$ cat src/include/cca_pkg.sv
// constants shared by the counter array top and its capture/compare modules
// assumes one system clock domain and a byte-wide register port
// Operation
// shared 16-bit counter seen as two bytes
// low byte read snapshots high byte
// counter reads never disturb counting
// codes 000/001/100 pick div12, div4, sysclk
// 010 timer0 overflow, 011 count-pin falling edges
// 101 oscillator div 8; 110/111 reserved
// counter wrap sets overflow flag
// overflow interrupt only while its enable set
// software clears overflow flag, never hardware
// idle mode keeps counting unless halt selected
// flags always set; enables gate shared request
// processor also needs global and array enables
// five independent 16-bit modules, own pins
// mode bits 5:4 select capture edges
// mode bits 3:1 select timer/toggle/frequency/pwm
// mode bit 7 picks 8 or 16-bit pwm
// mode bit 0 enables module interrupt
// bit 6 comparator off: no toggle, pwm low
// pwm with bit 3 flags each match
// module 4 watchdog enabled after reset
// watchdog enabled locks some control writes
// capture copies counter, sets event flag
// compare low write clears, high sets comparator
// pin levels held two clocks minimum
// 8-bit pwm: set on match, clear, reload
// count pin synchronised, falling edge pulses
// reserved timebase keeps counter stopped
package cca_pkg;
    localparam int NUM_MOD = 5;
    localparam int WD_MOD = 4;
    // ************************************************
    // register addresses (module n at base + 3n)
    // ************************************************
    localparam logic [7:0] ADDR_MODE = 8'h00;
    localparam logic [7:0] ADDR_CTRL = 8'h01;
    localparam logic [7:0] ADDR_CNT_LO = 8'h02;
    localparam logic [7:0] ADDR_CNT_HI = 8'h03;
    localparam logic [7:0] ADDR_MOD_BASE = 8'h08;
    localparam logic [7:0] MOD_STRIDE = 8'h03;
    // ************************************************
    // fields and reset values
    // ************************************************
    localparam int MD_IDLE = 7;
    localparam int MD_WD = 6;
    localparam int MD_ECF = 0;
    localparam int CT_CF = 7;
    localparam int CT_RUN = 6;
    localparam int MM_PWM16 = 7;
    localparam int MM_ECOM = 6;
    localparam int MM_CAPP = 5;
    localparam int MM_CAPN = 4;
    localparam int MM_MAT = 3;
    localparam int MM_TOG = 2;
    localparam int MM_PWM = 1;
    localparam int MM_ECCF = 0;
    localparam logic [7:0] MODE_RESET = 8'h40;
    localparam logic [2:0] TB_DIV12 = 3'h0;
    localparam logic [2:0] TB_DIV4 = 3'h1;
    localparam logic [2:0] TB_T0 = 3'h2;
    localparam logic [2:0] TB_ECI = 3'h3;
    localparam logic [2:0] TB_SYS = 3'h4;
    localparam logic [2:0] TB_OSC = 3'h5;
    localparam logic [3:0] PRE_DIV12 = 4'hc;
    localparam logic [1:0] PRE_DIV4_LAST = 2'h3;
    localparam logic [2:0] OSC_DIV_LAST = 3'h7;
endpackage

$ cat src/design/cca_top.sv
// counter array: shared counter, timebase, flags and five capture/compare modules
// assumes a byte-wide register port on mclk and pins from outside the clock domain
module cca_top
    import cca_pkg::*;
(
    input wire logic mclk,
    input wire logic rst_b,
    input wire logic [7:0] reg_addr,
    input wire logic reg_wr,
    input wire logic reg_rd,
    input wire logic [7:0] reg_wdata,
    output logic [7:0] reg_rdata,
    input wire logic cpu_idle,
    input wire logic timer0_ovf,
    input wire logic external_count_input,
    input wire logic ext_osc,
    input wire logic [NUM_MOD-1:0] module_pin_i,
    output logic [NUM_MOD-1:0] module_pin_o,
    output logic [NUM_MOD-1:0] module_pin_oe,
    output logic watchdog_function_on,
    output logic irq_req
);
    // ************************************************
    // reset release
    // ************************************************
    logic rs1_r, rst_sync_b;

    always_ff @(posedge mclk or negedge rst_b) begin
        if (!rst_b) begin
            rs1_r <= 1'b0;
            rst_sync_b <= 1'b0;
        end else begin
            rs1_r <= 1'b1;
            rst_sync_b <= rs1_r;
        end
    end

    // ************************************************
    // pin synchronisers
    // ************************************************
    logic [NUM_MOD+1:0] pins_s;
    logic eci_s, osc_s;
    logic [NUM_MOD-1:0] mpin_s;

    cca_sync #(
        .W(NUM_MOD + 2)
    ) u_sync (
        .mclk(mclk),
        .rst_b(rst_sync_b),
        .d({ext_osc, external_count_input, module_pin_i}),
        .q(pins_s)
    );

    assign osc_s = pins_s[NUM_MOD+1];
    assign eci_s = pins_s[NUM_MOD];
    assign mpin_s = pins_s[NUM_MOD-1:0];

    // ************************************************
    // control registers
    // ************************************************
    logic idle_halt_r, wd_r, ecf_r, run_r, cf_r;
    logic [2:0] tb_r;
    logic [NUM_MOD-1:0] ccf_r;
    logic wr_mode_reg, wr_ctrl, wr_clo, wr_chi, rd_clo;

    assign wr_mode_reg = reg_wr && (reg_addr == ADDR_MODE);
    assign wr_ctrl = reg_wr && (reg_addr == ADDR_CTRL);
    assign wr_clo = reg_wr && (reg_addr == ADDR_CNT_LO);
    assign wr_chi = reg_wr && (reg_addr == ADDR_CNT_HI);
    assign rd_clo = reg_rd && (reg_addr == ADDR_CNT_LO);

    // while the watchdog runs only its own enable bit may change
    always_ff @(posedge mclk or negedge rst_sync_b) begin
        if (!rst_sync_b) begin
            idle_halt_r <= MODE_RESET[MD_IDLE];
            wd_r <= MODE_RESET[MD_WD];
            tb_r <= MODE_RESET[3:1];
            ecf_r <= MODE_RESET[MD_ECF];
        end else if (wr_mode_reg) begin
            wd_r <= reg_wdata[MD_WD];
            if (!wd_r) begin
                idle_halt_r <= reg_wdata[MD_IDLE];
                tb_r <= reg_wdata[3:1];
                ecf_r <= reg_wdata[MD_ECF];
            end
        end
    end

    always_ff @(posedge mclk or negedge rst_sync_b) begin
        if (!rst_sync_b) begin
            run_r <= 1'b0;
        end else if (wr_ctrl) begin
            run_r <= reg_wdata[CT_RUN];
        end
    end

    assign watchdog_function_on = wd_r;

    // ************************************************
    // timebase
    // ************************************************
    logic [3:0] pre_r;
    logic [2:0] osc_div_r;
    logic eci_d_r, osc_d_r, eci_fall, osc_tick, tick, run, adv;

    always_ff @(posedge mclk or negedge rst_sync_b) begin
        if (!rst_sync_b) begin
            pre_r <= 4'h0;
        end else if (pre_r == PRE_DIV12 - 4'h1) begin
            pre_r <= 4'h0;
        end else begin
            pre_r <= pre_r + 4'h1;
        end
    end

    // edge detectors look at the second flop only
    always_ff @(posedge mclk or negedge rst_sync_b) begin
        if (!rst_sync_b) begin
            eci_d_r <= 1'b0;
            osc_d_r <= 1'b0;
            osc_div_r <= 3'h0;
        end else begin
            eci_d_r <= eci_s;
            osc_d_r <= osc_s;
            if (osc_s && !osc_d_r) begin
                osc_div_r <= osc_div_r + 3'h1;
            end
        end
    end

    assign eci_fall = eci_d_r && !eci_s;
    assign osc_tick = osc_s && !osc_d_r && (osc_div_r == OSC_DIV_LAST);

    always_comb begin
        unique case (tb_r)
            TB_DIV12: tick = (pre_r == PRE_DIV12 - 4'h1);
            TB_DIV4: tick = (pre_r[1:0] == PRE_DIV4_LAST);
            TB_T0: tick = timer0_ovf;
            TB_ECI: tick = eci_fall;
            TB_SYS: tick = 1'b1;
            TB_OSC: tick = osc_tick;
            default: tick = 1'b0;
        endcase
    end

    assign run = run_r && !(cpu_idle && idle_halt_r);
    assign adv = run && tick;

    // ************************************************
    // shared counter
    // ************************************************
    logic [15:0] cnt_r;
    logic [7:0] snap_r;
    logic adv_r, ovf8_r, ovf16_r;

    always_ff @(posedge mclk or negedge rst_sync_b) begin
        if (!rst_sync_b) begin
            cnt_r <= 16'h0000;
        end else if (wr_clo) begin
            cnt_r[7:0] <= reg_wdata;
        end else if (wr_chi) begin
            cnt_r[15:8] <= reg_wdata;
        end else if (adv) begin
            cnt_r <= cnt_r + 16'h0001;
        end
    end

    // compare events look at the counter one cycle after it moves
    always_ff @(posedge mclk or negedge rst_sync_b) begin
        if (!rst_sync_b) begin
            adv_r <= 1'b0;
            ovf8_r <= 1'b0;
            ovf16_r <= 1'b0;
        end else begin
            adv_r <= adv && !wr_clo && !wr_chi;
            ovf8_r <= adv && !wr_clo && !wr_chi && (cnt_r[7:0] == 8'hff);
            ovf16_r <= adv && !wr_clo && !wr_chi && (cnt_r == 16'hffff);
        end
    end

    always_ff @(posedge mclk or negedge rst_sync_b) begin
        if (!rst_sync_b) begin
            snap_r <= 8'h00;
        end else if (rd_clo) begin
            snap_r <= cnt_r[15:8];
        end
    end

    // ************************************************
    // capture/compare modules
    // ************************************************
    logic [7:0] mm [NUM_MOD];
    logic [15:0] cmp [NUM_MOD];
    logic [NUM_MOD-1:0] evt, eccf;

    for (genvar i = 0; i < NUM_MOD; i++) begin : g_mod
        localparam logic [7:0] BASE = ADDR_MOD_BASE + 8'(i * 3);
        logic lock;
        assign lock = wd_r && (i == WD_MOD);
        assign eccf[i] = mm[i][MM_ECCF];

        cca_module u_mod (
            .mclk(mclk),
            .rst_b(rst_sync_b),
            .cnt(cnt_r),
            .adv_r(adv_r),
            .ovf8_r(ovf8_r),
            .ovf16_r(ovf16_r),
            .pin_s(mpin_s[i]),
            .wr_mode(reg_wr && !lock && (reg_addr == BASE)),
            .wr_lo(reg_wr && !lock && (reg_addr == BASE + 8'h01)),
            .wr_hi(reg_wr && (reg_addr == BASE + 8'h02)),
            .wdata(reg_wdata),
            .mode_o(mm[i]),
            .cmp_o(cmp[i]),
            .pin_o(module_pin_o[i]),
            .pin_oe(module_pin_oe[i]),
            .evt_o(evt[i])
        );
    end

    // ************************************************
    // flags and interrupt request
    // ************************************************
    // a hardware set in the clearing cycle wins; nothing clears on service
    always_ff @(posedge mclk or negedge rst_sync_b) begin
        if (!rst_sync_b) begin
            cf_r <= 1'b0;
            ccf_r <= '0;
        end else begin
            cf_r <= ovf16_r || (wr_ctrl ? reg_wdata[CT_CF] : cf_r);
            ccf_r <= evt | (wr_ctrl ? reg_wdata[NUM_MOD-1:0] : ccf_r);
        end
    end

    // global and array enables live in the processor's interrupt logic
    always_ff @(posedge mclk or negedge rst_sync_b) begin
        if (!rst_sync_b) begin
            irq_req <= 1'b0;
        end else begin
            irq_req <= (cf_r && ecf_r) || |(ccf_r & eccf);
        end
    end

    // ************************************************
    // register read
    // ************************************************
    always_ff @(posedge mclk or negedge rst_sync_b) begin
        if (!rst_sync_b) begin
            reg_rdata <= 8'h00;
        end else if (reg_rd) begin
            reg_rdata <= 8'h00;
            if (reg_addr == ADDR_MODE) begin
                reg_rdata <= {idle_halt_r, wd_r, 2'b00, tb_r, ecf_r};
            end
            if (reg_addr == ADDR_CTRL) begin
                reg_rdata <= {cf_r, run_r, 1'b0, ccf_r};
            end
            if (reg_addr == ADDR_CNT_LO) begin
                reg_rdata <= cnt_r[7:0];
            end
            if (reg_addr == ADDR_CNT_HI) begin
                reg_rdata <= snap_r;
            end
            for (int i = 0; i < NUM_MOD; i++) begin
                if (reg_addr == ADDR_MOD_BASE + 8'(i * 3)) begin
                    reg_rdata <= mm[i];
                end
                if (reg_addr == ADDR_MOD_BASE + 8'(i * 3 + 1)) begin
                    reg_rdata <= cmp[i][7:0];
                end
                if (reg_addr == ADDR_MOD_BASE + 8'(i * 3 + 2)) begin
                    reg_rdata <= cmp[i][15:8];
                end
            end
        end
    end

    // ************************************************
    // checks
    // ************************************************
    property p_wrap_flag;
        @(posedge mclk) disable iff (!rst_sync_b)
        (adv && !wr_clo && !wr_chi && cnt_r == 16'hffff) |=> cnt_r == 16'h0000 ##1 cf_r;
    endproperty
    a_wrap_flag: assert property (p_wrap_flag) else $error("wrap did not set flag");

    property p_flag_sticky;
        @(posedge mclk) disable iff (!rst_sync_b)
        (cf_r && !wr_ctrl) |=> cf_r;
    endproperty
    a_flag_sticky: assert property (p_flag_sticky) else $error("overflow flag self-cleared");

    property p_irq_gate;
        @(posedge mclk) disable iff (!rst_sync_b)
        (cf_r && !ecf_r && ((ccf_r & eccf) == '0)) |=> !irq_req;
    endproperty
    a_irq_gate: assert property (p_irq_gate) else $error("masked overflow raised request");

    property p_set_wins;
        @(posedge mclk) disable iff (!rst_sync_b)
        (|evt) |=> (ccf_r & $past(evt)) == $past(evt);
    endproperty
    a_set_wins: assert property (p_set_wins) else $error("module event flag lost");

    property p_snapshot;
        @(posedge mclk) disable iff (!rst_sync_b)
        (rd_clo && !reg_wr) |=> snap_r == $past(cnt_r[15:8]);
    endproperty
    a_snapshot: assert property (p_snapshot) else $error("snapshot missed high byte");

    property p_read_quiet;
        @(posedge mclk) disable iff (!rst_sync_b)
        (reg_rd && !reg_wr && adv) |=> cnt_r == $past(cnt_r) + 16'h0001;
    endproperty
    a_read_quiet: assert property (p_read_quiet) else $error("read disturbed counter");

    property p_div4;
        @(posedge mclk) disable iff (!rst_sync_b)
        (tb_r == TB_DIV4 && adv) |=> (!adv || tb_r != TB_DIV4) [*3];
    endproperty
    a_div4: assert property (p_div4) else $error("divide by four ran fast");

    property p_reserved;
        @(posedge mclk) disable iff (!rst_sync_b)
        (tb_r[2:1] == 2'b11 && !reg_wr) |=> cnt_r == $past(cnt_r);
    endproperty
    a_reserved: assert property (p_reserved) else $error("reserved timebase counted");

    property p_idle_runs;
        @(posedge mclk) disable iff (!rst_sync_b)
        (cpu_idle && !idle_halt_r && run_r && tb_r == TB_SYS && !reg_wr)
            |=> cnt_r == $past(cnt_r) + 16'h0001;
    endproperty
    a_idle_runs: assert property (p_idle_runs) else $error("counter stalled in idle");

    property p_wd_lock;
        @(posedge mclk) disable iff (!rst_sync_b)
        (wd_r && wr_mode_reg) |=> tb_r == $past(tb_r) && ecf_r == $past(ecf_r);
    endproperty
    a_wd_lock: assert property (p_wd_lock) else $error("locked mode field changed");
endmodule

$ cat src/design/cca_sync.sv
// two-flop synchroniser for a group of pin levels
// assumes each bit is an independent level from outside mclk's domain
module cca_sync #(
    parameter int W = 1
) (
    input wire logic mclk,
    input wire logic rst_b,
    input wire logic [W-1:0] d,
    output logic [W-1:0] q
);
    logic [W-1:0] s1_r;

    always_ff @(posedge mclk or negedge rst_b) begin
        if (!rst_b) begin
            s1_r <= '0;
            q <= '0;
        end else begin
            s1_r <= d;
            q <= s1_r;
        end
    end
endmodule

$ cat src/design/cca_module.sv
// one capture/compare module of the counter array
// assumes counter events arrive as registered one-cycle pulses, pin already synchronised
module cca_module
    import cca_pkg::*;
(
    input wire logic mclk,
    input wire logic rst_b,
    input wire logic [15:0] cnt,
    input wire logic adv_r,
    input wire logic ovf8_r,
    input wire logic ovf16_r,
    input wire logic pin_s,
    input wire logic wr_mode,
    input wire logic wr_lo,
    input wire logic wr_hi,
    input wire logic [7:0] wdata,
    output logic [7:0] mode_o,
    output logic [15:0] cmp_o,
    output logic pin_o,
    output logic pin_oe,
    output logic evt_o
);
    logic [7:0] mode_r, lo_r, hi_r;
    logic prev_r, cap, swt, hso, frq, pwm, ecom, m16, m8, pm, capt, evt;

    // ************************************************
    // mode decode and compare
    // ************************************************
    assign cap = (mode_r[3:1] == 3'h0) && (mode_r[5:4] != 2'h0);
    assign swt = (mode_r[5:1] == 5'h04);
    assign hso = (mode_r[5:1] == 5'h06);
    assign frq = (mode_r[5:1] == 5'h03);
    assign pwm = (mode_r[5:4] == 2'h0) && mode_r[MM_PWM] && !mode_r[MM_TOG];
    assign ecom = mode_r[MM_ECOM];
    assign m16 = adv_r && (cnt == {hi_r, lo_r});
    assign m8 = adv_r && (cnt[7:0] == lo_r);
    assign pm = mode_r[MM_PWM16] ? m16 : m8;
    // pin held two clocks, so a one-cycle lag in prev_r never misses an edge
    assign capt = cap && ((mode_r[MM_CAPP] && pin_s && !prev_r) ||
                          (mode_r[MM_CAPN] && !pin_s && prev_r));
    assign evt = capt || ((swt || hso) && ecom && m16) ||
                 (frq && ecom && mode_r[MM_MAT] && m16) ||
                 (pwm && ecom && mode_r[MM_MAT] && pm);

    always_ff @(posedge mclk or negedge rst_b) begin
        if (!rst_b) begin
            prev_r <= 1'b0;
            evt_o <= 1'b0;
        end else begin
            prev_r <= pin_s;
            evt_o <= evt;
        end
    end

    // ************************************************
    // mode and compare registers
    // ************************************************
    always_ff @(posedge mclk or negedge rst_b) begin
        if (!rst_b) begin
            mode_r <= 8'h00;
            lo_r <= 8'h00;
            hi_r <= 8'h00;
        end else if (wr_mode) begin
            mode_r <= wdata;
        end else if (wr_lo) begin
            lo_r <= wdata;
            mode_r[MM_ECOM] <= 1'b0;
        end else if (wr_hi) begin
            hi_r <= wdata;
            mode_r[MM_ECOM] <= 1'b1;
        end else if (capt) begin
            {hi_r, lo_r} <= cnt;
        end else if (frq && ecom && m8) begin
            lo_r <= lo_r + hi_r;
        end else if (pwm && !mode_r[MM_PWM16] && ovf8_r) begin
            lo_r <= hi_r;
        end
    end

    // ************************************************
    // pin drive
    // ************************************************
    always_ff @(posedge mclk or negedge rst_b) begin
        if (!rst_b) begin
            pin_o <= 1'b0;
        end else if (pwm) begin
            // set beats clear so a zero compare gives full duty
            if (!ecom) begin
                pin_o <= 1'b0;
            end else if (pm) begin
                pin_o <= 1'b1;
            end else if (mode_r[MM_PWM16] ? ovf16_r : ovf8_r) begin
                pin_o <= 1'b0;
            end
        end else if ((hso && ecom && m16) || (frq && ecom && m8)) begin
            pin_o <= !pin_o;
        end
    end

    assign pin_oe = hso || frq || pwm;
    assign mode_o = mode_r;
    assign cmp_o = {hi_r, lo_r};

    property p_pwm_off;
        @(posedge mclk) disable iff (!rst_b)
        (pwm && !ecom && !wr_mode && !wr_hi) |=> !pin_o ##1 (!pin_o || ecom || !pwm);
    endproperty
    a_pwm_off: assert property (p_pwm_off) else $error("pwm pin high with comparator off");

    property p_cmp_lo_write;
        @(posedge mclk) disable iff (!rst_b)
        (wr_lo && !wr_mode) |=> !mode_r[MM_ECOM] && (lo_r == $past(wdata));
    endproperty
    a_cmp_lo_write: assert property (p_cmp_lo_write) else $error("low write kept comparator");
endmodule

$ cat config.mk
export PLATFORM = sky130hd
export DESIGN_NAME = cca_top
export DESIGN_NICKNAME = d
export VERILOG_FILES = /design/src/include/cca_pkg.sv /design/src/design/cca_top.sv /design/src/design/cca_sync.sv /design/src/design/cca_module.sv
export SDC_FILE = /design/constraint.sdc
export NUM_CORES = 1
export LEC_CHECK = 0
export ABC_AREA = 1
export BUFFER_PORTS_ARGS = -buffer_cell sky130_fd_sc_hd__buf_2
export CAP_MARGIN = 10
export CORE_UTILIZATION = 25
export DETAILED_ROUTE_END_ITERATION = 8
export GPL_TIMING_DRIVEN = 1
export PLACE_DENSITY = 0.39
export SKIP_LAST_GASP = 1
export SLEW_MARGIN = 0
export SYNTH_ARGS = -nofsm -noshare
export SYNTH_HDL_FRONTEND = slang
export SYNTH_SLANG_ARGS = --single-unit
$ cat constraint.sdc
create_clock -name mclk -period 7.92 [get_ports mclk]
set_clock_uncertainty 0.2 [all_clocks]
set_input_delay 0.792 -clock mclk [delete_from_list [all_inputs] [get_ports mclk]]
set_output_delay 0.792 -clock mclk [all_outputs]
set_load 0.03 [all_outputs]
==> flow_metrics.tcl, run 1 <==
set metrics [dict create \
    clk_latency_ns 0.58 \
    grt_pass1_vias 14200 \
    synthesis.nets 2155 \
    path_max_fanout 11 \
    nFillCells 6361 \
    critPathKind "flip-flop to flip-flop" \
    worstMarginPinSlew_ns 1.18 \
    place_congestion 0.902 \
    place_area_sq_mm 0.0157 \
    ys_seq_elements 209 \
    muxShareOfSynthArea_pct 0.229 \
    synth-compound-area-share_pct 18.0 \
    synthSimpleGateAreaFrac_pct 29.0 \
    htree_levels 1 \
    ant_nets 0 \
    drt_first_iter_violations 1264 \
    fin_tns_setup_ns 0 \
    drive_above_1_share_pct 9.07 \
    coreArea_sq_mm 0.0580 \
    initial_utilization_pct 25.4 \
    yosysSeqAreaShare_pct 35.4 \
    overflow 0 \
    drc 0 \
    fp.dieH_um 245 \
    rows 88 \
    crit_arrival_ns 3.97 \
    cts_buffer_depth 3 \
    yosys.area_share.adder_pct 3.98 \
    path_cells "clkinv_1, nand2_1, nand4_1, nor4_1, nand3_1, o21ai_0, o21ai_0, mux2_2" \
    antenna_found_initial 0 \
    cts_tree "done" \
    syn_area_sq_mm 0.0148 \
    stdcell_area_sq_mm 0.0167 \
    cap_violations 0 \
    yosys.area_share.xor_xnor_pct 3.68 \
    syn2layout_area_growth_pct 13.1 \
    grt_max_degree 151 \
    cpMostUsedCell "o21ai_0" \
    syn_area_per_cell_sq_um 7.09 \
    synth_edf_count 0 \
    slowest_delay_ns 0.83 \
    dr.pass1.iters 6 \
    ios 49 \
    clk_pin_slew_worst_paths_ns 0.06 \
    cts-root-buf "clkbuf_16" \
    synth_top_family_by_area "simple AND/OR/NAND/NOR gates" \
    die_area_sq_mm 0.0600 \
    ir_drop_v 0.000131 \
    cts_buffers 29 \
    powerDensity_mw_per_mm2 275 \
    worst_ep_required_time_ns 8.17 \
    hold_viol_final 0 \
    rsz0062_at_grt "false" \
    ys_warn_count 0 \
    port_buffers 48 \
    synth_cell_type_count 62 \
    finalWirelength_um 66000 \
    post-cts-setup-buffers 0 \
    slew_headroom_pct 21.4 \
    status "completed" \
    cp-start-kind "flip-flop" \
    clock_sinks 209 \
    post-place-cells 2838 \
    min_period_ns 3.72 \
    diodes 0 \
    die_x_um 245 \
    setup_viol 0 \
    end_kind "flip-flop" \
    vias_per_cell 5.09 \
    drv_slew 0 \
    synthCells 2082 \
    finalCritPeriodShare_pct 47.0 \
    cpMaxStageDelayCell "dfrtp_1" \
    total_leakage_power_nw 7.65 \
    timing.fmax_mhz 269 \
    grt_pass1_wl_um 97700 \
    vias 14700 \
    fin_nets 2178 \
    async_flop_share_pct 100 \
    hold_class "input port to flip-flop" \
    place.detailed.hpwl_um 47700 \
    grt_usage_pct 22.1 \
    routedWlPerCell_um 22.8 \
    final_cells 2892 \
    synthFlopType "dfrtp_1" \
]
==> cell usage in the layout (no fill, tap or decap), types with 24 or more instances in the layout <==
master	Yosys	routed
nor3_1	24	24
buf_2	14	48
o21ai_0	195	195
nor2_1	166	166
clkbuf_16	0	29
nand2_1	577	577
o21ai_1	46	46
ha_1	39	39
o22ai_1	25	25
inv_1	243	243
dfrtp_1	208	207
o211ai_1	66	66
xor2_1	39	39
a21oi_1	61	61
nand4_1	74	74
nand3_1	64	64
==> layer usage <==
metal	share of wire, %	vias to the layer above	wire, um	GRT usage [%]
met3	7.1	105	4660	4.15
met5	0	-	0	0
met1	46	7113	30200	30.3
li1	-	7007	-	-
met4	2.8	0	1840	6.18
met2	44	497	29300	35.1
==> cell type report <==
class                           instances  area (sq um)  share of cell area (%)
Timing Repair Buffer                   68           405                    2.43
Tap cell                              765           957                    5.73
Clock inverter                         11           134                   0.802
Sequential cell                       209          5240                    31.4
Inverter                              268          1010                    6.05
Multi-Input combinational cell       1529          8110                    48.6
Clock buffer                           42           845                    5.06
==> state kept, by name (all words and copies together), names as in the netlist, 3 cells and up <==
| name | flops |
|---|---|
| ccf_r | 5 |
| cnt_r | 16 |
| g_mod.u_mod.evt_o | 5 |
| g_mod.u_mod.hi_r | 40 |
| g_mod.u_mod.lo_r | 40 |
| g_mod.u_mod.mode_o | 40 |
| g_mod.u_mod.pin_o | 5 |
| g_mod.u_mod.prev_r | 5 |
| osc_div_r | 3 |
| pre_r | 4 |
| reg_rdata | 8 |
| snap_r | 8 |
| tb_r | 3 |
| u_sync.q | 7 |
| u_sync.s1_r | 7 |
==> where the power goes <==
part	internal [W]	switching [W]	total, W
Clock	0.000831	0.000537	0.00137
Sequential	0.00127	0.000361	0.00163
Combinational	0.000583	0.00102	0.00160
==> final timing paths <==
path,from,end,slack [ns],depth (start not counted)
setup / recovery,cnt_r[15],g_mod[4].u_mod.pin_o,4.20,8
hold / removal,module_pin_i[1],u_sync.s1_r[1],0.12,1
setup reg to reg,cnt_r[15],g_mod[4].u_mod.pin_o,4.20,8
hold reg to reg,u_sync.s1_r[1],u_sync.q[1],0.15,0
max in group asynchronous,rst_sync_b,g_mod[4].u_mod.hi_r[6],5.69,1
min in group asynchronous,rst_sync_b,g_mod[1].u_mod.lo_r[3],0.24,0
==> cells in the mapped netlist (3+ instances only) <==
cell type | number | area share [%]
mux2_2 | 3 | 0.23
buf_2 | 14 | 0.47
o22ai_1 | 25 | 1.1
nor3_2 | 6 | 0.41
inv_2 | 19 | 0.48
a211o_1 | 5 | 0.30
o21ai_0 | 195 | 6.6
buf_1 | 3 | 0.076
buf_4 | 16 | 0.81
nor2_1 | 166 | 4.2
o21bai_1 | 4 | 0.20
a31oi_1 | 8 | 0.34
nand4_1 | 74 | 3.1
a21oi_1 | 61 | 2.1
nor4_2 | 5 | 0.42
o211ai_1 | 66 | 3.4
a22oi_1 | 3 | 0.15
nor2_4 | 5 | 0.38
nor4_4 | 5 | 0.72
o21ai_1 | 46 | 1.6
o21ai_2 | 5 | 0.30
clkbuf_1 | 37 | 0.94
o2111ai_1 | 5 | 0.30
nor3_1 | 24 | 0.81
ha_1 | 39 | 3.3
a2bb2oi_1 | 4 | 0.24
fa_1 | 5 | 0.68
nand3_2 | 4 | 0.27
nor2_2 | 5 | 0.21
xnor2_1 | 23 | 1.4
xor2_1 | 39 | 2.3
clkinv_1 | 4 | 0.10
buf_6 | 6 | 0.46
nor4_1 | 15 | 0.64
inv_1 | 243 | 6.2
nand3_1 | 64 | 2.2
nand2_1 | 577 | 15
dfrtp_1 | 208 | 35
o221ai_1 | 9 | 0.53
a211oi_1 | 3 | 0.15
nand2_2 | 4 | 0.17
or2_2 | 5 | 0.21
==> worst max-delay path: cells and delay by family, from the launching register on <==
| kind | cells | cell delay, ns |
|---|---|---|
| buf+inv | 1 | 0.70 |
| simple gates | 4 | 1.28 |
| flops | 1 | 0.83 |
| mux | 1 | 0.28 |
| compound gates | 2 | 0.30 |
==> through the flow <==
stage	utilization [%]	power (W)	worst slack [ns]	hold WS, ns
final	28.8	0.00460	4.20	0.121
after global routing	28.8	0.00490	4.10	0.0986
after CTS	28.8	0.00463	4.31	0.0913
after detailed placement	27.1	0.00323	3.99	0.136
after global placement	27.1	0.00321	4.05	0.133
after floorplan	-	0.00266	1.47	0.131
==> timing repair <==
action                                 in CTS  in global routing
hold buffers                                1                  0
endpoints found under the hold margin       2                  0
setup endpoints to repair                   0                  0
gates resized for setup                     0                  0
==> logic make-up after synthesis <==
logic type	Yosys count
AND/OR/NAND/NOR	968
AO/OA/AOI/OAI	451
buffers and inverters	344
flip-flops	209
XOR/XNOR	62
adder cells (fa/ha/maj)	44
multiplexers	3
other	1
No activity file was read; power rests on OpenSTA's default activity.
==> run 2: changes to the inputs <==
- ABC_AREA: 1 -> 0
- PLACE_DENSITY: 0.39 -> 0.4
- clock period: 7.92 -> 3.1 ns (I/O delays scaled with it)
==> run 2 against run 1 <==
Against the previous run:
- cell area rose by 5.2%
- hold slack got worse by 0.045 ns
- die area shrank 0.92%
- cell count shrank 9.8%
- clock power up 140%
- worst setup slack got worse by 4.0 ns
- largest power group unchanged
- wire length rose by 2.0%
- total power rose by 90%
- register-to-register slack got worse by 4.0 ns
- critical path type unchanged
- critical endpoint is now g_mod[1].u_mod.lo_r[0]
- combinational power up 20%
- sequential share of layout area decreased by 1.5 points
==> flow_metrics.tcl, run 2 <==
set metrics [dict create \
    cp-start-kind "flip-flop" \
    drive_above_1_share_pct 17.3 \
    ys_seq_elements 209 \
    critPathKind "flip-flop to flip-flop" \
    path_cells "buf_4, xnor2_1, nand2_1, or4_1, a211oi_4, mux2_4" \
    synthFlopType "dfrtp_1" \
    path_max_fanout 9 \
    drc 0 \
    total_leakage_power_nw 7.48 \
    r2r-start "cnt_r[2]" \
    yosysTopAreaCellShare_pct 35.6 \
    worstMarginPinSlew_ns 1.16 \
    vias_per_cell 5.40 \
    multiInputGateArea_sq_mm 0.00867 \
    synth_cell_type_count 87 \
    worst-path-buf-inv 1 \
    vias 14100 \
    synth_area_leaders "dfrtp_1 (36%), o21ai_0 (5.3%), nand2_1 (4.8%)" \
    post-place-cells 2544 \
    min_period_ns 2.92 \
    fin_tns_setup_ns 0 \
    status "completed" \
    initial_utilization_pct 25.3 \
    register_area_sq_mm 0.00524 \
    finalCritPeriodShare_pct 94.3 \
    final_cells 2610 \
    nFillCells 6190 \
    ir_drop_v 0.000365 \
    busiest_layer "met2" \
    clk_latency_ns 0.58 \
    synth_top_area_cell "dfrtp_1" \
    routedWlPerCell_um 25.8 \
    yosysSeqAreaShare_pct 35.8 \
    overflow 0 \
    worst_ep_required_time_ns 3.35 \
    syn2layout_area_growth_pct 20.1 \
    cpMaxStageDelayCell "or4_1" \
    die_area_sq_mm 0.0595 \
    cts_buffer_depth 3 \
    syn_area_sq_mm 0.0146 \
    coreArea_sq_mm 0.0577 \
    r2r_cells 6 \
    pre_cts_ws_ns 0.175 \
    crit_arrival_ns 3.18 \
    hold_viol_final 0 \
    post-cts-setup-buffers 0 \
    synth_edf_count 0 \
    setup_viol 0 \
    whs_endpoint "g_mod[3].u_mod.lo_r[0]" \
    cts_tree "done" \
    cp_top_family "simple AND/OR/NAND/NOR gates" \
    clock_sinks 209 \
    ant_nets 0 \
    drt_first_iter_violations 1334 \
    rsz0062_at_grt "false" \
    use_met1_pct 32.1 \
    yosysMostFrequentCell "dfrtp_1" \
    htree_levels 1 \
    place.detailed.hpwl_um 49800 \
    drv_slew 0 \
    r2r_end "g_mod[1].u_mod.lo_r[0]" \
    synthesis.nets 1777 \
    syn_area_per_cell_sq_um 8.58 \
    hold_class "input port to flip-flop" \
    fp.dieH_um 244 \
    min_path_cells 3 \
    rows 88 \
    synthCells 1704 \
    grt_usage_pct 22.5 \
    finalWirelength_um 67300 \
    async_flop_share_pct 100 \
    grt_use_met2_pct 34.6 \
    final_cell_mix "dfrtp_1 (207), nand2_1 (186), o21ai_0 (156)" \
    ys_warn_count 0 \
    hold_path_startpoint "reg_wdata[0]" \
    clk_pin_slew_worst_paths_ns 0.06 \
    end_kind "flip-flop" \
    grt_pass1_vias 13700 \
    grt_max_degree 83 \
    rrSetupSlack_ns 0.18 \
    cts_buffers 28 \
    slowest_delay_ns 0.67 \
    final_common_cell "dfrtp_1" \
    place_congestion 0.962 \
    layout_setup_ws_ns 0.177 \
    port_buffers 48 \
    cap_violations 0 \
    grtUsageMet3_pct 3.30 \
    grt_pass1_wl_um 98700 \
    slew_headroom_pct 21.5 \
    antenna_found_initial 1 \
    fin_nets 1893 \
    timing.fmax_mhz 342 \
    cts-root-buf "clkbuf_16" \
    powerDensity_mw_per_mm2 496 \
    ys_top_cells_by_count "dfrtp_1 (208), nand2_1 (186), o21ai_0 (156)" \
    ios 49 \
    die_x_um 244 \
    dr.pass1.iters 5 \
]
[run 2: metrics by stage]
stage	power [W]	hold slack, ns	instance area [sq um]	utilization (%)
final	0.00871	0.0759	17600	30.4
after global routing	0.00909	0.0620	17600	30.4
after CTS	0.00877	0.0380	17500	30.4
after global placement	0.00535	-0.0980	16500	28.6
after detailed placement	0.00538	-0.0987	16500	28.6
after floorplan	0.00450	-0.186	14600	-
[run 2: logic make-up (layout without fill, tap and decap cells)]
| kind of cell | after synthesis | count (layout) | synth area share, % |
|---|---|---|---|
| simple gates | 537 | 537 | 17.6 |
| compound gates | 504 | 504 | 21.6 |
| flops | 209 | 209 | 35.8 |
| buf+inv | 178 | 316 | 5.10 |
| xor+xnor | 116 | 116 | 6.95 |
| mux | 115 | 115 | 8.94 |
| fa+ha+maj | 44 | 44 | 4.02 |
| other cells | 1 | 4 | 0.0256 |
[run 2: per-layer routing]
layer | vias up | wire length, um
met4 | 0 | 2180
li1 | 6415 | -
met2 | 578 | 29400
met1 | 6970 | 31100
met5 | - | 0
met3 | 121 | 4660
[run 2: how the worst max path moves through the flow]
stage	from	end	slack, ns	cells past startpoint
floorplan	reg_addr[4]	g_mod[1].u_mod.lo_r[0]	0.53	7
global placement	reg_addr[4]	g_mod[1].u_mod.hi_r[6]	0.21	8
detailed placement	reg_addr[4]	g_mod[1].u_mod.hi_r[7]	0.17	8
CTS	cnt_r[2]	g_mod[1].u_mod.lo_r[0]	0.18	6
global route	g_mod[0].u_mod.mode_o[5]	g_mod[0].u_mod.lo_r[2]	0.004	6
finish	cnt_r[2]	g_mod[1].u_mod.lo_r[0]	0.18	6
[run 2: what timing repair did]
action                                  CTS  global route
gates resized for setup                   0             1
endpoints found under the setup margin    0             1
hold buffers                             11             0
endpoints found under the hold margin    13             0
[run 2: power breakdown]
part	leakage, nW	internal [W]	switching, W
Sequential	2.75	0.00299	0.000461
Combinational	4.28	0.000798	0.00112
Clock	0.455	0.00197	0.00136
[run 2: layout make-up]
type	instances	area share (%)
multi-input cells	1317	49.3
flip-flops and latches	209	29.8
repair buffers	211	8.92
well taps	765	5.45
clock buffers	41	4.61
inverters	53	1.13
clock inverters	11	0.691
diodes	3	0.0427
[run 2: worst register-to-register path: stages (launching register included)]
cell	delay, ns
dfrtp_1	0.62
buf_4	0.26
xnor2_1	0.13
nand2_1	0.08
or4_1	0.67
a211oi_4	0.50
mux2_4	0.34
==> run 3: changes to the inputs <==
- PLACE_DENSITY: 0.4 -> not set
==> run 3 against run 2 <==
Against the previous run:
- register-to-register slack worse by 0.12 ns
- cell area is 1.4% lower
- largest cell class unchanged
- critical path depth rose by 2
- wire length down 9.7%
- sequential power is essentially flat
- die area is the same
- sequential cell count stayed put
- critical endpoint is now g_mod[2].u_mod.lo_r[4]
- hold slack got worse by 0.053 ns
- non-clock buffer count decreased by 24
- cell count decreased by 1.1%
- count of clock-buffer cells in the layout down 5
==> flow_metrics.tcl, run 3 (synthesized netlist as in run 2, its figures left out) <==
set metrics [dict create \
    status "completed" \
    cap_violations 0 \
    vias 14100 \
    fin_tns_setup_ns 0 \
    p_sw_share_pct 33.3 \
    clk_latency_ns 0.56 \
    place.detailed.hpwl_um 45300 \
    ant_nets 0 \
    worstMarginPinSlew_ns 1.11 \
    final_cell_mix "dfrtp_1 (206), nand2_1 (186), o21ai_0 (156)" \
    crit_arrival_ns 3.26 \
    place_area_sq_mm 0.0163 \
    vias_per_cell 5.44 \
    ir_drop_v 0.000370 \
    powerDensity_mw_per_mm2 488 \
    met3_wirelength_um 5920 \
    path_cells "xnor2_1, nand3_1, or4b_2, buf_4, mux2i_1, a21oi_1, a21oi_1, a31oi_1" \
    grt_pass1_wl_um 89900 \
    syn2layout_area_growth_pct 18.4 \
    cpMaxStageDelayCell "dfrtp_1" \
    fin_nets 1867 \
    stdcell_area_sq_mm 0.0173 \
    htree_levels 1 \
    drive_above_1_share_pct 16.2 \
    finalWirelength_um 60800 \
    path_max_fanout 12 \
    ios 49 \
    finalCritPeriodShare_pct 98.1 \
    rrSetupSlack_ns 0.06 \
    slowest_delay_ns 0.76 \
    die_area_sq_mm 0.0595 \
    drv_slew 0 \
    port_buffers 48 \
    overflow 0 \
    slew_headroom_pct 25.5 \
    end_kind "flip-flop" \
    worst_ep_required_time_ns 3.32 \
    cpMostUsedCell "a21oi_1" \
    place_congestion 1.01 \
    worst-path-buf-inv 1 \
    total_leakage_power_nw 7.34 \
    dr_wl_met2_um 27300 \
    grt_pass1_vias 13600 \
    cp-start-kind "flip-flop" \
    coreArea_sq_mm 0.0577 \
    timing.fmax_mhz 329 \
    cts_tree "done" \
    initial_utilization_pct 25.3 \
    rsz0062_at_grt "false" \
    drt_first_iter_violations 1710 \
    routedWlPerCell_um 23.5 \
    drc 0 \
    hold_class "input port to flip-flop" \
    cts-root-buf "clkbuf_16" \
    hold_viol_final 0 \
    p_switching_w 0.00281 \
    fin_util_pct 30.0 \
    cts_buffer_depth 3 \
    clock_sinks 209 \
    grt_max_degree 153 \
    total_power_w 0.00844 \
    antenna_found_initial 4 \
    wl_met1_um 24600 \
    internal_power_w 0.00563 \
    pwr-share-clk_pct 37.8 \
    pwr-share-seq_pct 40.9 \
    fp.dieH_um 244 \
    cp_top_family "simple AND/OR/NAND/NOR gates" \
    grt_usage_pct 20.1 \
    min_period_ns 3.04 \
    clk_pin_slew_worst_paths_ns 0.06 \
    setup_viol 0 \
    die_x_um 244 \
    cts_buffers 26 \
    dr.pass1.iters 6 \
    final_common_cell "dfrtp_1" \
    p_comb_share_pct 21.3 \
    fin_hold_ws_ns 0.0233 \
    critPathKind "flip-flop to flip-flop" \
    rows 88 \
    top_layer_used "met5" \
]
[run 3: cell count changes in the layout (fill, tap and decap cells not counted), sizes merged]
cell | before | now
buf | 200 | 177
clkbuf | 41 | 36
dlygate4sd3 | 11 | 10
inv | 52 | 53
[run 3: layout make-up]
| cell class | count | area (sq um) |
|---|---|---|
| Antenna cell | 3 | 7.51 |
| Clock buffer | 36 | 759 |
| Clock inverter | 12 | 126 |
| Fill cell | 6076 | 40400 |
| Inverter | 53 | 199 |
| Multi-Input combinational cell | 1317 | 8650 |
| Sequential cell | 209 | 5240 |
| Tap cell | 765 | 957 |
| Timing Repair Buffer | 187 | 1370 |
[run 3: metrics by stage]
step           cells  worst slack, ns
6_report        2582           0.0583
4_1_cts         2579            0.108
2_1_floorplan   1704            0.532
3_3_place_gp    2521            0.139
5_1_grt         2580           0.0228
3_5_place_dp    2521           0.0935
[run 3: power groups by stage]
| stage | Sequential [W] | Clock, W | Combinational (W) |
|---|---|---|---|
| 2_1_floorplan | 0.00332 | 0 | 0.00118 |
| 3_3_place_gp | 0.00348 | 0 | 0.00171 |
| 3_5_place_dp | 0.00349 | 0 | 0.00176 |
| 4_1_cts | 0.00344 | 0.00324 | 0.00178 |
| 5_1_grt | 0.00348 | 0.00334 | 0.00196 |
| 6_report | 0.00346 | 0.00319 | 0.00180 |
[run 3: worst paths after layout]
kind / from / cells after the start / endpoint
max: cnt_r[7] / 8 / g_mod[2].u_mod.lo_r[4]
min: reg_rd / 3 / reg_rdata[5]
min in group asynchronous: rst_sync_b / 1 / g_mod[3].u_mod.lo_r[6]
max reg2reg: cnt_r[7] / 8 / g_mod[2].u_mod.lo_r[4]
min reg2reg: rs1_r / 0 / rst_sync_b
max in group asynchronous: rst_sync_b / 1 / g_mod[1].u_mod.lo_r[5]
[run 3: what timing repair did]
| item | in CTS | in global routing |
|---|---|---|
| resized for setup | 0 | 1 |
| endpoints found under the setup margin | 0 | 2 |
| endpoints found under the hold margin | 11 | 0 |
| hold buffers | 10 | 0 |
| setup buffers | 0 | 0 |
[run 3: routing by layer]
| metal | global-route usage, % | vias to the layer above |
|---|---|---|
| li1 | - | 6337 |
| met1 | 26.0 | 6825 |
| met2 | 31.6 | 730 |
| met3 | 4.41 | 164 |
| met4 | 9.76 | 2 |
| met5 | 0 | - |
[run 3: tightest hold or removal path, stage by stage]
cell and delay (ns):
buf_2 0.24, nand2_1 0.10, o21ai_0 0.07
